### src/hdl/pcm_port_pkg.sv
// ============================================================
// Shared constants and types of the serial PCM port.
package pcm_port_pkg;

    // Frame sync rises that must be seen before the transmit driver may turn on.
    localparam logic [1:0] GUARD_SYNCS = 2'h2;
    // Sync rises with the receive bit clock held high that select the link.
    localparam logic [1:0] LINK_HOLDS  = 2'h2;
    // Falling edges with sync high that mark a long sync pulse.
    localparam logic [1:0] LONG_FALLS  = 2'h2;
    // Index of the last bit of a word.
    localparam logic [4:0] LAST_BIT    = 5'h07;
    // Link clock edges after sync at which each slot starts.
    localparam logic [4:0] B1_START    = 5'h01;
    localparam logic [4:0] B2_START    = 5'h0B;

    // Milliwatt magnitudes (chord and step bits).
    localparam logic [6:0] MU_MAG_HI   = 7'h1E;
    localparam logic [6:0] MU_MAG_LO   = 7'h0B;
    localparam logic [6:0] A_MAG_HI    = 7'h34;
    localparam logic [6:0] A_MAG_LO    = 7'h21;

    // Framing format, Gray coded.
    typedef enum logic [1:0] {
        MODE_LONG  = 2'h0,
        MODE_SHORT = 2'h1,
        MODE_LINK  = 2'h3
    } mode_t;

    // Transmit sequencer states.
    typedef enum logic [1:0] {
        TX_IDLE = 2'h0,
        TX_ARM  = 2'h1,
        TX_DRV  = 2'h3
    } tx_state_t;

    // Receive sequencer states.
    typedef enum logic [1:0] {
        RX_IDLE  = 2'h0,
        RX_ARM   = 2'h1,
        RX_SHIFT = 2'h3,
        RX_DONE  = 2'h2
    } rx_state_t;

    // The five serial pins seen from the device.
    typedef struct packed {
        logic tx_frame_sync;
        logic tx_bit_clock;
        logic rx_frame_sync;
        logic rx_bit_clock;
        logic rx_serial_in;
    } pins_t;

endpackage

### src/hdl/pcm_serial_port.sv
`timescale 1ns/1ps
module pcm_serial_port (
    input  logic       mclk,             // System clock.
    input  logic       rst,              // Synchronous reset, active high.
    input  logic       power_down,       // Holds the port idle, driver off.
    input  logic       a_law_select,     // Milliwatt codes from the A-law set.
    input  logic       mw_select,        // Sends milliwatt codes, not tx_word.
    input  logic [7:0] tx_word,          // Word to send, taken at word start.
    input  logic       tx_frame_sync,    // Transmit frame sync pin.
    input  logic       tx_bit_clock,     // Transmit bit clock pin.
    input  logic       rx_frame_sync,    // Receive sync or slot select pin.
    input  logic       rx_bit_clock,     // Receive bit clock or mode pin.
    input  logic       rx_serial_in,     // Receive data pin.
    output logic       tx_serial_out,    // Transmit data pin level.
    output logic       tx_serial_out_en, // Transmit driver enable.
    output logic       tx_word_taken,    // Pulse after tx_word or a milliwatt code was loaded.
    output logic [7:0] rx_word,          // Last word received.
    output logic       rx_word_valid,    // Pulse when rx_word is new.
    output logic       interchip_link_mode, // Link framing is active.
    output logic       long_sync         // Long framing chosen.
);

    // ============================================================
    // Pin synchronisers and edge finders.
    pcm_port_pkg::pins_t pin_w;  // Raw pins.
    pcm_port_pkg::pins_t s1_q;   // First stage, read only by s2_q.
    pcm_port_pkg::pins_t s2_q;   // Settled levels.
    pcm_port_pkg::pins_t s3_q;   // Levels one cycle older.
    pcm_port_pkg::pins_t rise_w; // Rising edges.
    pcm_port_pkg::pins_t fall_w; // Falling edges.

    assign pin_w  = {tx_frame_sync, tx_bit_clock, rx_frame_sync, rx_bit_clock, rx_serial_in};
    assign rise_w = s2_q & ~s3_q;
    assign fall_w = ~s2_q & s3_q;

    // Two flops per pin, a third for edge finding.
    always_ff @(posedge mclk) begin
        if (rst) begin
            s1_q <= '0;
            s2_q <= '0;
            s3_q <= '0;
        end else begin
            s1_q <= pin_w;
            s2_q <= s1_q;
            s3_q <= s2_q;
        end
    end

    logic tfs;    // Transmit sync level.
    logic tfs_r;  // Transmit sync rising.
    logic tclk;   // Transmit clock level.
    logic tclk_r; // Transmit clock rising.
    logic tclk_f; // Transmit clock falling.
    assign tfs    = s2_q.tx_frame_sync;
    assign tfs_r  = rise_w.tx_frame_sync;
    assign tclk   = s2_q.tx_bit_clock;
    assign tclk_r = rise_w.tx_bit_clock;
    assign tclk_f = fall_w.tx_bit_clock;

    // ============================================================
    // Format detection and power-up guard.
    logic [1:0] fs_hi_q, fs_hi_d; // Falls seen with sync high.
    logic       long_q, long_d;   // Format for the next frame.
    logic [1:0] lk_q, lk_d;       // Sync rises with receive clock still high.
    logic [1:0] guard_q, guard_d; // Syncs seen since power-up.
    pcm_port_pkg::mode_t mode_w;  // Framing now in force.
    logic       ready_w;          // Driver may turn on.

    // Counts sync samples, clock holds and guard syncs.
    always_comb begin
        fs_hi_d = fs_hi_q;
        long_d  = long_q;
        lk_d    = lk_q;
        guard_d = guard_q;
        if (tclk_f) begin
            if (tfs) begin
                if (fs_hi_q != pcm_port_pkg::LONG_FALLS) begin
                    fs_hi_d = fs_hi_q + 2'h1;
                end
            end else begin
                // Pulse over: classify it for the next frame.
                if (fs_hi_q != 2'h0) begin
                    long_d = (fs_hi_q == pcm_port_pkg::LONG_FALLS);
                end
                fs_hi_d = 2'h0;
            end
        end
        // A moving receive clock cancels the link selection.
        if (rise_w.rx_bit_clock || fall_w.rx_bit_clock) begin
            lk_d = 2'h0;
        end else if (tfs_r && s2_q.rx_bit_clock && lk_q != pcm_port_pkg::LINK_HOLDS) begin
            lk_d = lk_q + 2'h1;
        end
        // Guard restarts at every power-down.
        if (power_down) begin
            guard_d = 2'h0;
        end else if (tfs_r && guard_q != pcm_port_pkg::GUARD_SYNCS) begin
            guard_d = guard_q + 2'h1;
        end
    end

    // Registers the detection state.
    always_ff @(posedge mclk) begin
        if (rst) begin
            fs_hi_q <= 2'h0;
            long_q  <= 1'b1;
            lk_q    <= 2'h0;
            guard_q <= 2'h0;
        end else begin
            fs_hi_q <= fs_hi_d;
            long_q  <= long_d;
            lk_q    <= lk_d;
            guard_q <= guard_d;
        end
    end

    assign mode_w  = (lk_q == pcm_port_pkg::LINK_HOLDS) ? pcm_port_pkg::MODE_LINK :
                     (long_q ? pcm_port_pkg::MODE_LONG : pcm_port_pkg::MODE_SHORT);
    assign ready_w = (guard_q == pcm_port_pkg::GUARD_SYNCS) && !power_down;

    // Slot start edge from the slot select pin.
    logic [4:0] slot_w;
    assign slot_w = s2_q.rx_frame_sync ? pcm_port_pkg::B2_START : pcm_port_pkg::B1_START;

    // Milliwatt code for a phase: sign, then magnitude.
    function automatic logic [7:0] mw_code(input logic [2:0] ph, input logic a_law);
        logic       hi;
        logic [6:0] mag;
        hi  = (ph[1:0] == 2'h0) || (ph[1:0] == 2'h3);
        mag = a_law ? (hi ? pcm_port_pkg::A_MAG_HI : pcm_port_pkg::A_MAG_LO)
                    : (hi ? pcm_port_pkg::MU_MAG_HI : pcm_port_pkg::MU_MAG_LO);
        return {ph[2], mag};
    endfunction

    // ============================================================
    // Transmit sequencer.
    pcm_port_pkg::tx_state_t tx_q, tx_d; // Sequencer state.
    logic [4:0] tc_q, tc_d;   // Clock edges since sync or word start.
    logic       half_q, half_d; // Mid last bit passed, long sync still high.
    logic [7:0] sh_q, sh_d;   // Outgoing word, MSB on the pin.
    logic       oe_q, oe_d;   // Driver enable.
    logic [2:0] ph_q, ph_d;   // Milliwatt phase.
    logic       tk_q, tk_d;   // Word taken pulse.
    logic       load_w;       // Start a word this cycle.

    // Next state of the transmit side.
    always_comb begin
        tx_d   = tx_q;
        tc_d   = tc_q;
        half_d = half_q;
        sh_d   = sh_q;
        oe_d   = oe_q;
        ph_d   = ph_q;
        tk_d   = 1'b0;
        load_w = 1'b0;
        unique case (tx_q)
            pcm_port_pkg::TX_IDLE: begin
                if (mode_w == pcm_port_pkg::MODE_LONG) begin
                    load_w = tfs && tclk && ready_w;
                end else if (tclk_f && tfs && ready_w) begin
                    tx_d = pcm_port_pkg::TX_ARM;
                    tc_d = 5'h00;
                end
            end
            pcm_port_pkg::TX_ARM: begin
                if (tclk_r) begin
                    if (mode_w == pcm_port_pkg::MODE_LINK) begin
                        tc_d   = tc_q + 5'h01;
                        load_w = (tc_q + 5'h01) == slot_w;
                    end else begin
                        load_w = 1'b1;
                    end
                end
            end
            pcm_port_pkg::TX_DRV: begin
                if (tclk_r && tc_q != pcm_port_pkg::LAST_BIT) begin
                    tc_d = tc_q + 5'h01;
                    sh_d = {sh_q[6:0], 1'b0};
                end
                if (tclk_f && tc_q == pcm_port_pkg::LAST_BIT) begin
                    if (mode_w == pcm_port_pkg::MODE_LONG && tfs) begin
                        half_d = 1'b1;
                    end else begin
                        tx_d = pcm_port_pkg::TX_IDLE;
                        oe_d = 1'b0;
                    end
                end
                if (half_q && !tfs) begin
                    tx_d = pcm_port_pkg::TX_IDLE;
                    oe_d = 1'b0;
                end
            end
        endcase
        if (load_w) begin
            tx_d   = pcm_port_pkg::TX_DRV;
            tc_d   = 5'h00;
            half_d = 1'b0;
            oe_d   = 1'b1;
            tk_d   = 1'b1;
            sh_d   = mw_select ? mw_code(ph_q, a_law_select) : tx_word;
            ph_d   = ph_q + {2'h0, mw_select};
        end
        if (power_down) begin
            tx_d = pcm_port_pkg::TX_IDLE;
            oe_d = 1'b0;
        end
    end

    // Registers the transmit side.
    always_ff @(posedge mclk) begin
        if (rst) begin
            tx_q   <= pcm_port_pkg::TX_IDLE;
            tc_q   <= 5'h00;
            half_q <= 1'b0;
            sh_q   <= 8'h00;
            oe_q   <= 1'b0;
            ph_q   <= 3'h0;
            tk_q   <= 1'b0;
        end else begin
            tx_q   <= tx_d;
            tc_q   <= tc_d;
            half_q <= half_d;
            sh_q   <= sh_d;
            oe_q   <= oe_d;
            ph_q   <= ph_d;
            tk_q   <= tk_d;
        end
    end

    // ============================================================
    // Receive sequencer; the link uses the transmit pins.
    logic link_w; // Link framing in force.
    logic rc_r;   // Receive timing clock rising.
    logic rc_f;   // Receive timing clock falling.
    logic rc;     // Receive bit clock pin level, in every mode.
    logic rs;     // Receive timing sync level.
    assign link_w = (mode_w == pcm_port_pkg::MODE_LINK);
    assign rc_r   = link_w ? tclk_r : rise_w.rx_bit_clock;
    assign rc_f   = link_w ? tclk_f : fall_w.rx_bit_clock;
    assign rc     = s2_q.rx_bit_clock;
    assign rs     = link_w ? tfs : s2_q.rx_frame_sync;

    pcm_port_pkg::rx_state_t rx_q, rx_d; // Sequencer state.
    logic [4:0] rcnt_q, rcnt_d; // Edges since sync or bits taken.
    logic [7:0] rsh_q, rsh_d;   // Incoming word.
    logic [7:0] rw_q, rw_d;     // Handed over word.
    logic       rv_q, rv_d;     // Hand-over pulse.
    logic       blk_q, blk_d;   // Long sync still high after a word.

    // Next state of the receive side.
    always_comb begin
        rx_d   = rx_q;
        rcnt_d = rcnt_q;
        rsh_d  = rsh_q;
        rw_d   = rw_q;
        rv_d   = 1'b0;
        blk_d  = blk_q && rs;
        unique case (rx_q)
            pcm_port_pkg::RX_IDLE: begin
                rcnt_d = 5'h00;
                if (link_w) begin
                    if (rc_f && rs) begin
                        rx_d = pcm_port_pkg::RX_ARM;
                    end
                end else if (mode_w == pcm_port_pkg::MODE_LONG) begin
                    if (rs && rc && !blk_q) begin
                        rx_d = pcm_port_pkg::RX_SHIFT;
                    end
                end else if (rc_f && rs) begin
                    rx_d = pcm_port_pkg::RX_SHIFT;
                end
            end
            pcm_port_pkg::RX_ARM: begin
                if (rc_f) begin
                    rcnt_d = rcnt_q + 5'h01;
                    if ((rcnt_q + 5'h01) == slot_w) begin
                        rsh_d  = {rsh_q[6:0], s2_q.rx_serial_in};
                        rcnt_d = 5'h01;
                        rx_d   = pcm_port_pkg::RX_SHIFT;
                    end
                end
            end
            pcm_port_pkg::RX_SHIFT: begin
                if (rc_f) begin
                    rsh_d  = {rsh_q[6:0], s2_q.rx_serial_in};
                    rcnt_d = rcnt_q + 5'h01;
                    if (rcnt_q == pcm_port_pkg::LAST_BIT) begin
                        rx_d = pcm_port_pkg::RX_DONE;
                    end
                end
            end
            pcm_port_pkg::RX_DONE: begin
                if (rc_r) begin
                    rw_d  = rsh_q;
                    rv_d  = 1'b1;
                    blk_d = rs;
                    rx_d  = pcm_port_pkg::RX_IDLE;
                end
            end
        endcase
        if (power_down) begin
            rx_d = pcm_port_pkg::RX_IDLE;
        end
    end

    // Registers the receive side.
    always_ff @(posedge mclk) begin
        if (rst) begin
            rx_q   <= pcm_port_pkg::RX_IDLE;
            rcnt_q <= 5'h00;
            rsh_q  <= 8'h00;
            rw_q   <= 8'h00;
            rv_q   <= 1'b0;
            blk_q  <= 1'b0;
        end else begin
            rx_q   <= rx_d;
            rcnt_q <= rcnt_d;
            rsh_q  <= rsh_d;
            rw_q   <= rw_d;
            rv_q   <= rv_d;
            blk_q  <= blk_d;
        end
    end

    assign tx_serial_out       = sh_q[7];
    assign tx_serial_out_en    = oe_q;
    assign tx_word_taken       = tk_q;
    assign rx_word             = rw_q;
    assign rx_word_valid       = rv_q;
    assign interchip_link_mode = link_w;
    assign long_sync           = long_q;
endmodule // pcm_serial_port

### config.mk
export PLATFORM = sky130hd
export DESIGN_NAME = pcm_serial_port
export DESIGN_NICKNAME = d
export VERILOG_FILES = /design/src/hdl/pcm_port_pkg.sv /design/src/hdl/pcm_serial_port.sv
export SDC_FILE = /design/constraint.sdc
export NUM_CORES = 1
export LEC_CHECK = 0
export BUFFER_PORTS_ARGS = -buffer_cell sky130_fd_sc_hd__buf_2
export CAP_MARGIN = 20
export CORE_ASPECT_RATIO = 1.25
export CORE_MARGIN = 2
export CORE_UTILIZATION = 36
export DETAILED_ROUTE_END_ITERATION = 8
export RECOVER_POWER = 50
export SLEW_MARGIN = 30
export SYNTH_ARGS = -nofsm -noshare
export SYNTH_HDL_FRONTEND = slang
export SYNTH_SLANG_ARGS = --single-unit
export TNS_END_PERCENT = 100
### constraint.sdc
create_clock -name mclk -period 5.5 [get_ports mclk]
set_input_delay 0.275 -clock mclk [delete_from_list [all_inputs] [get_ports mclk]]
set_output_delay 0.275 -clock mclk [all_outputs]
set_load 0.1 [all_outputs]
# Word-level counts from Yosys, hierarchy flattened
# Index checks and enable logic that the tools add are counted.
[op_classes]
add_sub_neg = 6
n_eq_ne = 37
muxes = 60
n_bitwise = 6
reduce_logical = 47
[op_table]
columns = ["op", "n"]
rows = [
  ["two-way mux 8 bit", 7],
  ["two-way mux 5 bit", 10],
  ["two-way mux 2 bit", 19],
  ["one-hot mux 5 bit (3 select lines)", 2],
  ["inequality test 2 bit, second input constant", 13],
  ["== test 2 bit, second input constant", 8],
  ["logical AND 1 bit", 16],
  ["two-way mux 1 bit", 16],
  ["one-hot mux 8 bit (2 select lines)", 1],
  ["inequality test 3 bit, second input constant", 4],
  ["inequality test 4 bit, second input constant", 3],
  ["AND reduction 3 bit", 4],
  ["adder 5 x 1 -> 5 bit, second input constant", 2],
  ["== test 5 x 3 -> 1 bit, second input constant", 2],
  ["== test 5 x 4 -> 1 bit", 2],
  ["AND reduction 5 bit", 2],
  ["nonzero test 3 bit", 3],
  ["logical NOT 2 bit", 4],
  ["one-hot mux 2 bit (4 select lines)", 1],
  ["AND reduction 8 bit", 1],
  ["nonzero test 2 bit", 4],
  ["OR reduction 2 bit", 4],
  ["adder 2 x 1 -> 2 bit, second input constant", 3],
  ["two-way mux 6 bit", 1],
  ["17 further kinds", 24],
]
[word_totals]
register_bits = 68
out_inout_bits = 14

# Logic depth before layout (Yosys ltp)
# Gate-level depths: netlist of run 1.
[logic_depth]
word_depth = 10
mapped_depth = 9
mapped_depth_nobuf = 7

# Worst setup path before layout of run 1
# OpenSTA, ideal clock, no wires.
[synth_timing]
path_kind = "register to register"
start = "register lk_q[0]"
end = "register tc_q[3]"
setup_time_ps = 137
t_arrival_ps = 2402
setup_slack_ps = 2961
stages_incl_launch_ff = 9
synth_period_minus_slack_ps = 2539
path_cell_list = "dfxtp_1 inv_1 ha_1 buf_2 inv_2 a2111o_1 a22o_4 a21oi_2 a2111oi_2"
[synth_between]
elab_chain_len = 7
elab_cells_between_ends = 12
classes_between = "eq/ne (4); mux (5); reduce/logical (3)"
[synth_rtl]
columns = ["item", "line", "rtl"]
rows = [
  ["from (decl)", "pcm_serial_port.sv:64", "logic [1:0] lk_q, lk_d;"],
  ["from (signal assigned)", "pcm_serial_port.sv:112", "lk_q <= lk_d;"],
  ["== test 2 bit *", "pcm_serial_port.sv:117", "assign mode_w = (lk_q == pcm_port_pkg::LINK_HOLDS) ? pcm_port_pkg::MODE_LINK :"],
  ["two-way mux 2 bit *", "pcm_serial_port.sv:117", ""],
  ["== test 2 bit *", "n/a", ""],
  ["via interchip_link_mode", "pcm_serial_port.sv:19", "output logic interchip_link_mode,"],
  ["two-way mux 1 bit", "pcm_serial_port.sv:167", "if (mode_w == pcm_port_pkg::MODE_LINK) begin"],
  ["two-way mux 1 bit", "pcm_serial_port.sv:166", "if (tclk_r) begin"],
  ["one-hot mux 1 bit (2 select lines)", "pcm_serial_port.sv:156", "unique case (tx_q)"],
  ["OR reduction 2 bit (no source line)", "n/a", ""],
  ["to (signal assigned)", "pcm_serial_port.sv:221", "tc_q <= tc_d;"],
  ["to (decl)", "pcm_serial_port.sv:138", "logic [4:0] tc_q, tc_d;"],
]
# The timed path passes the listed nets; every way through them passes the cells marked *.
# A chain may end at the register's enable or synchronous reset.

==> summary.md, run 1 <==
| Metric | Value |
|---|---|
| Data required time at the worst endpoint | 5.69 ns |
| Cell count after placement | 484 |
| Count of unresolved DRC violations after routing | 0 |
| Nature of the critical path startpoint | primary input |
| Clock-pin slew reported for the worst setup and hold paths after clock tree synthesis | 0.05 ns |
| Static power due to leakage | 1.35 nW |
| GR Layer Usage met2 | 23.5% |
| Cell area after layout | 3810 um2 |
| Result of the run | complete, but fails checks |
| Fraction of the yosys area taken by sequential cells | 39.4% |
| Initial DRC count | 110 |
| Fraction of met1 tracks used by global routing | 18.6% |
| Number of buffers created by CTS | 9 |
| Overall power consumption | 1.09 mW |
| Layout cells sized above 1 | 17.5% |
| Count of non-filler cells in the finished layout | 500 |
| EDFF count, synth | 0 |
| CP Class | primary input to flop |
| Die Area | 10100 um2 |
| Violated checks | max-capacitance violations, max-slew violations |
| Total negative setup slack | 0 ns |
| Clock root cell | sky130_fd_sc_hd__clkbuf_16 |
| Number of ports placed on the die boundary | 32 |
| Power per unit of standard cell area | 287 nW/um2 |
| Insertion delay of the later-clocked pin in the worst-skew pair | 0.32 ns |
| Routed via count | 2516 |
| Minimum period implied by the final worst setup slack | 3.46 ns |
| Initial core utilization | 36.8% |
| Setup crit end kind | flop |
| VDD IR max | 0.209 mV |
| Cell types with the largest area share after synthesis | sky130_fd_sc_hd__dfxtp_1 39%, sky130_fd_sc_hd__mux2i_1 7.2%, sky130_fd_sc_hd__nor2_1 3.9% |
| Ratio of final minimum period to clock period | 62.9% |
| Total number of clock tree sinks | 66 |
| Cts repair resizes | 0 |
| Signal arrival time at the worst endpoint | 3.65 ns |
| Number of nets in the synthesized netlist | 381 |
| CTS tree | done |
| Global-route usage over all layers | 14.5% |
| Routed length per placed instance | 13.6 um |
| Antenna cell count | 0 |
| Top cell type by total area after synthesis | sky130_fd_sc_hd__dfxtp_1 |
| Post-route ant nets | 0 |
| Final weighted congestion in routability-driven placement | 0.788 |
| Share of async-settable or async-resettable flops after synthesis | 0% |
| Most frequent cells in the layout | 66 x sky130_fd_sc_hd__dfxtp_1, 35 x sky130_fd_sc_hd__nor2_1, 24 x sky130_fd_sc_hd__mux2i_1 |
| Worst hold-check path type | primary input to flop |
| Max-capacitance violation count | 1 |
| Wire length of the first global-routing pass | 12000 um |
| Met3 track demand over resource in global routing | 2.44% |
| Standard-cell rows | 39 |
| Maximum net fanout on the critical path | 51 |
| Post-Syn Instances | 353 |
| # port buffers | 31 |
| GRT Max-Usage Layer | met2 |
| Area of the mapped netlist | 3360 um2 |
| Setup repair after global routing missed its margin | no |
| Number of warnings reported in the yosys synthesis log | 0 |
| Detailed Routing Iterations Pass 1 | 4 |
| Post-synth cell types | 66 |
| Number of global-route vias before repair | 2494 |
| Synthesized area divided by synthesized cell count | 9.51 um2 |
| Largest net degree at the start of global routing | 52 |
| Register bit count reported by yosys | 66 |
| Routed via count divided by cell count | 5.03 |
| Final number of hold-violating endpoints | 0 |
| Number of nets in the finished design | 400 |
| Final Skew | 0.00330 ns |
| Bufs on Longest Clock Path | 2 |
| Sum of routed wire length over all layers | 6800 um |
| Final global-route overflow total | 0 |
| Buffer count from post-CTS setup fixing | 0 |
| Most used DFF post-synth | sky130_fd_sc_hd__dfxtp_1 |
| Area growth from synthesis to layout | 13.5% |
| Max_slew headroom | -67.6% |
| Cell area after placement | 3530 um2 |
| Die Height | 112 um |
| Maximum clock frequency | 289 MHz |
| Pin slew with the least headroom to its limit | 2.51 ns |
| CTS H-Tree Depth | 3 |
| Antenna violations before repair | 0 |
| Final count of negative-setup-slack endpoints | 0 |
| DP Wirelength | 4740 um |
| Final-report max-slew violation count | 52 |
| Core Region | 9130 um2 |
| Most common cell after layout, fill and taps aside | sky130_fd_sc_hd__dfxtp_1 |
| Area fraction of the dominant cell type after synthesis | 39.4% |
| X dimension of the die | 90.4 um |
| Hold_buf cts | 0 |
## path summary, 6_finish.rpt
check,endpoint,cells past startpoint,startpoint,slack (ns)
hold reg to reg,rc,1,s1_q[1],0.43
hold / removal,s1_q[3],2,tx_bit_clock,0.17
setup / recovery,rcnt_q[3],5,rst,2.04
setup reg to reg,rsh_q[3],6,rcnt_q[0],3.12
## registers in the layout (all words and copies together) (netlist names), 3 cells and up
signal / count
s1_q: 5
s3_q: 3
rcnt_q: 5
rsh_q: 8
rx_word: 8
ph_q: 3
tc_q: 5
sh_q: 8
## worst max-delay path: stages
cell and delay [ns]:
sky130_fd_sc_hd__buf_2 0.07, sky130_fd_sc_hd__clkbuf_1 1.77, sky130_fd_sc_hd__inv_1 0.93, sky130_fd_sc_hd__a32oi_1 0.44, sky130_fd_sc_hd__o21ai_0 0.11
## synth_stat cells, drive strengths merged (4+ instances only)
master / n
ha: 10
nor2b: 16
nand3b: 7
a31oi: 4
inv: 13
nor2: 36
mux2i: 24
clkbuf: 8
a211oi: 14
a21oi: 20
nor3: 15
dfxtp: 66
buf: 16
nand3: 10
nand2: 22
mux2: 8
o21ai: 8
xnor2: 4
## routing by layer
metal | part of all wire [%] | vias up | wire length [um]
met5 | 0 | - | 0
met2 | 47 | 37 | 3230
li1 | - | 1307 | -
met4 | 2.3 | 0 | 157
met3 | 2.6 | 12 | 175
met1 | 48 | 1160 | 3240
## report_power, final
group / internal (mW) / total, mW / leakage (nW) / switching (mW)
Clock: 0.375 / 0.570 / 0.147 / 0.195
Sequential: 0.483 / 0.487 / 0.534 / 0.00385
Combinational: 0.0140 / 0.0357 / 0.670 / 0.0217
## kinds of logic (layout without fill, tap and decap cells)
family / after synthesis / after routing / share of synthesized area [%]
flops: 66 / 66 / 39.4
buf+inv: 37 / 61 / 5.63
compound gates: 71 / 71 / 17.4
simple gates: 132 / 132 / 22.1
fa+ha+maj: 10 / 10 / 3.73
mux: 32 / 32 / 10.5
xor+xnor: 5 / 5 / 1.30
## cell type report
class                      count  area [um2]
clock buffer                  14         264
clock inverter                 2        35.0
fill                         931        5310
inverter                      13        48.8
multi-input combinational    250        1850
sequential                    66        1320
tap                          123         154
timing repair buffer          32         141
## metrics by stage
stage          worst slack, ns  util [%]  hold WS (ns)
2_1_floorplan             2.96         -         0.403
3_3_place_gp              3.22      38.7         0.420
6_report                  2.04      41.8         0.165
3_5_place_dp              3.11      38.7         0.422
4_1_cts                   3.10      42.0         0.162
5_1_grt                   1.58      41.8         0.170
No activity file was read; power rests on OpenSTA's default activity.
==> inputs of run 2 (changes only) <==
==> constraint.sdc (replaced) <==
create_clock -name mclk -period 3.25 [get_ports mclk]
set_input_delay 0.1625 -clock mclk [delete_from_list [all_inputs] [get_ports mclk]]
set_output_delay 0.1625 -clock mclk [all_outputs]
set_load 0.1 [all_outputs]
==> run 2 against run 1 <==
  * The flow still finishes with violations (max-capacitance violations, max-slew violations)
  * Register-to-register slack got worse by 2.2 ns
  * Design area fell by 0.43%
  * Die area unchanged
  * Wire length decreased by 0.22%
  * Clock-buffer cell count is the same
  * Sequential share of layout area grew 0.15 points
  * Sequential power rose by 69%
  * Non-clock buffer count did not move
  * Hold slack lost 0.12 ns
  * Setup slack lost 1.2 ns
  * Clock power is 59% higher
  * Global-route usage down 0.46 points
==> summary.md, run 2 (synthesis results as in run 1) <==
| Metric | Value |
|---|---|
| Result of the run | complete, but fails checks (unchanged) |
| Violated checks | max-capacitance violations, max-slew violations (unchanged) |
| CTS tree | done (unchanged) |
| Master of the slowest instance on the critical path | sky130_fd_sc_hd__clkbuf_1 (unchanged) |
| Sum of routed wire length over all layers | 6790 um (was 6800 um) |
| Minimum period implied by the final worst setup slack | 2.38 ns |
| Family with the most delay on the worst path | buffers and inverters (unchanged) |
| Hold_buf cts | 0 (unchanged) |
| Maximum net fanout on the critical path | 30 (was 51) |
| Bufs on Longest Clock Path | 2 (unchanged) |
| Clock root cell | sky130_fd_sc_hd__clkbuf_16 (unchanged) |
| Area growth from synthesis to layout | 13.0% (was 13.5%) |
| Pin slew with the least headroom to its limit | 1.63 ns (was 2.51 ns) |
| Clock-pin slew reported for the worst setup and hold paths after clock tree synthesis | 0.05 ns (about the same) |
| Switch Pwr | 374 uW (was 221 uW) |
| Number of buffers created by CTS | 9 (unchanged) |
| Most frequent cell on the critical path | sky130_fd_sc_hd__clkbuf_1 |
| Number of ports placed on the die boundary | 32 (unchanged) |
| Setup slack of the critical path after layout | 0.872 ns (was 2.04 ns) |
| Antenna cell count | 0 (unchanged) |
| Cts repair resizes | 0 (unchanged) |
| Setup repair after global routing missed its margin | no (unchanged) |
| Routed via count divided by cell count | 5.04 (was 5.03) |
| Insertion delay of the later-clocked pin in the worst-skew pair | 0.33 ns (was 0.32 ns) |
| Routed via count | 2518 (was 2516) |
| Worst hold margin | 0.0459 ns (was 0.165 ns) |
| Core Region | 9130 um2 (unchanged) |
| Post-route ant nets | 0 (unchanged) |
| Final number of hold-violating endpoints | 0 (unchanged) |
| Largest net degree at the start of global routing | 31 (was 52) |
| Logic gate share of total power | 3.3% (about the same) |
| Max_slew headroom | -8.88% (was -67.6%) |
| Buffer count from post-CTS setup fixing | 0 (unchanged) |
| Total number of clock tree sinks | 66 (unchanged) |
| Initial core utilization | 36.8% (unchanged) |
| Final weighted congestion in routability-driven placement | 0.830 (was 0.788) |
| Die Area | 10100 um2 (unchanged) |
| Wire length of the first global-routing pass | 11500 um (was 12000 um) |
| Pre-CTS setup slack | 0.875 ns (was 3.11 ns) |
| Maximum clock frequency | 420 MHz |
| Most frequent cells in the layout | 66 x sky130_fd_sc_hd__dfxtp_1, 35 x sky130_fd_sc_hd__nor2_1, 24 x sky130_fd_sc_hd__mux2i_1 (unchanged) |
| CP Class | primary input to flop (unchanged) |
| Sw Ratio | 20.9% (was 20.2%) |
| Worst Path Buf+Inv | 2 (was 3) |
| Global-route usage over all layers | 14.1% (was 14.5%) |
| Share of power burned in registers | 46.0% (was 44.6%) |
| Max-capacitance violation count | 1 (unchanged) |
| Layout cells sized above 1 | 17.2% (was 17.5%) |
| Nature of the critical path startpoint | primary input (unchanged) |
| Number of nets in the finished design | 400 (unchanged) |
| Chain of cells forming the critical path | clkbuf_1 > clkbuf_1 > nor2_1 > a32oi_1 > o21ai_0 (was buf_2 > clkbuf_1 > inv_1 > a32oi_1 > o21ai_0) |
| Count of unresolved DRC violations after routing | 0 (unchanged) |
| Routed length per placed instance | 13.6 um (about the same) |
| Initial DRC count | 97 (was 110) |
| Most common cell after layout, fill and taps aside | sky130_fd_sc_hd__dfxtp_1 (unchanged) |
| Final-report max-slew violation count | 31 (was 52) |
| Number of global-route vias before repair | 2456 (was 2494) |
| Antenna violations before repair | 0 (unchanged) |
| CTS H-Tree Depth | 3 (unchanged) |
| Total negative setup slack | 0 ns (unchanged) |
| Static power due to leakage | 1.34 nW (was 1.35 nW) |
| Biggest cell delay along the critical path | 1.16 ns (was 1.77 ns) |
| Signal arrival time at the worst endpoint | 2.58 ns (was 3.65 ns) |
| VDD IR max | 0.286 mV (was 0.209 mV) |
| X dimension of the die | 90.4 um (unchanged) |
| Standard-cell rows | 39 (unchanged) |
| Setup crit end kind | flop (unchanged) |
| Ratio of final minimum period to clock period | 73.2% |
| # port buffers | 31 (unchanged) |
| Data required time at the worst endpoint | 3.45 ns (was 5.69 ns) |
| Final Skew | 0.00647 ns (was 0.00330 ns) |
| Detailed Routing Iterations Pass 1 | 4 (unchanged) |
| Final global-route overflow total | 0 (unchanged) |
| Die Height | 112 um (unchanged) |
| Internal cell power | 1.42 mW (was 872 uW) |
| Worst hold-check path type | primary input to flop (unchanged) |
| Filler cell count in the final layout | 922 (was 931) |
| Clock Power Share | 50.6% (was 52.2%) |
| DP Wirelength | 4840 um (was 4740 um) |
| Final count of negative-setup-slack endpoints | 0 (unchanged) |
| Power per unit of standard cell area | 472 nW/um2 (was 287 nW/um2) |
## run 2: final timing paths
kind | slack, ns | start | cells past startpoint | to
min reg2reg | 0.42 | s1_q[4] | 1 | tfs
min | 0.05 | rx_serial_in | 2 | s1_q[0]
max | 0.87 | rst | 5 | rcnt_q[3]
max reg2reg | 0.88 | rcnt_q[0] | 6 | rsh_q[1]
## run 2: power groups by stage
stage               clock [mW]  sequential [mW]  combinational [mW]
floorplan                    0            0.838              0.0436
global placement             0            0.841              0.0607
detailed placement           0            0.841              0.0616
CTS                      0.934            0.824              0.0617
global route             0.976            0.825              0.0670
finish                   0.907            0.824              0.0595
## run 2: through the flow
stage	std cells	utilization (%)	cell area (um2)	power, mW
after global placement	484	38.7	3530	0.902
after CTS	500	41.8	3820	1.82
after global routing	500	41.6	3790	1.87
after floorplan	353	-	3360	0.881
after detailed placement	484	38.7	3530	0.903
final	500	41.6	3790	1.79
## run 2: cell type report
type	count	area, um2	area share, %
multi-input cells	250	1850	48.7
flip-flops and latches	66	1320	34.8
clock buffers	14	274	7.22
well taps	123	154	4.06
clock inverters	2	10.0	0.264
repair buffers	32	140	3.69
inverters	13	48.8	1.29
## run 2: layer usage
| metal | vias to the layer above | share of wire (%) | routed length (um) | GRT usage (%) |
|---|---|---|---|---|
| li1 | 1303 | - | - | - |
| met1 | 1163 | 45 | 3060 | 16.2 |
| met2 | 41 | 50 | 3400 | 24.6 |
| met3 | 11 | 3.0 | 206 | 3.52 |
| met4 | 0 | 1.8 | 122 | 6.15 |
| met5 | - | 0 | 0 | 0 |
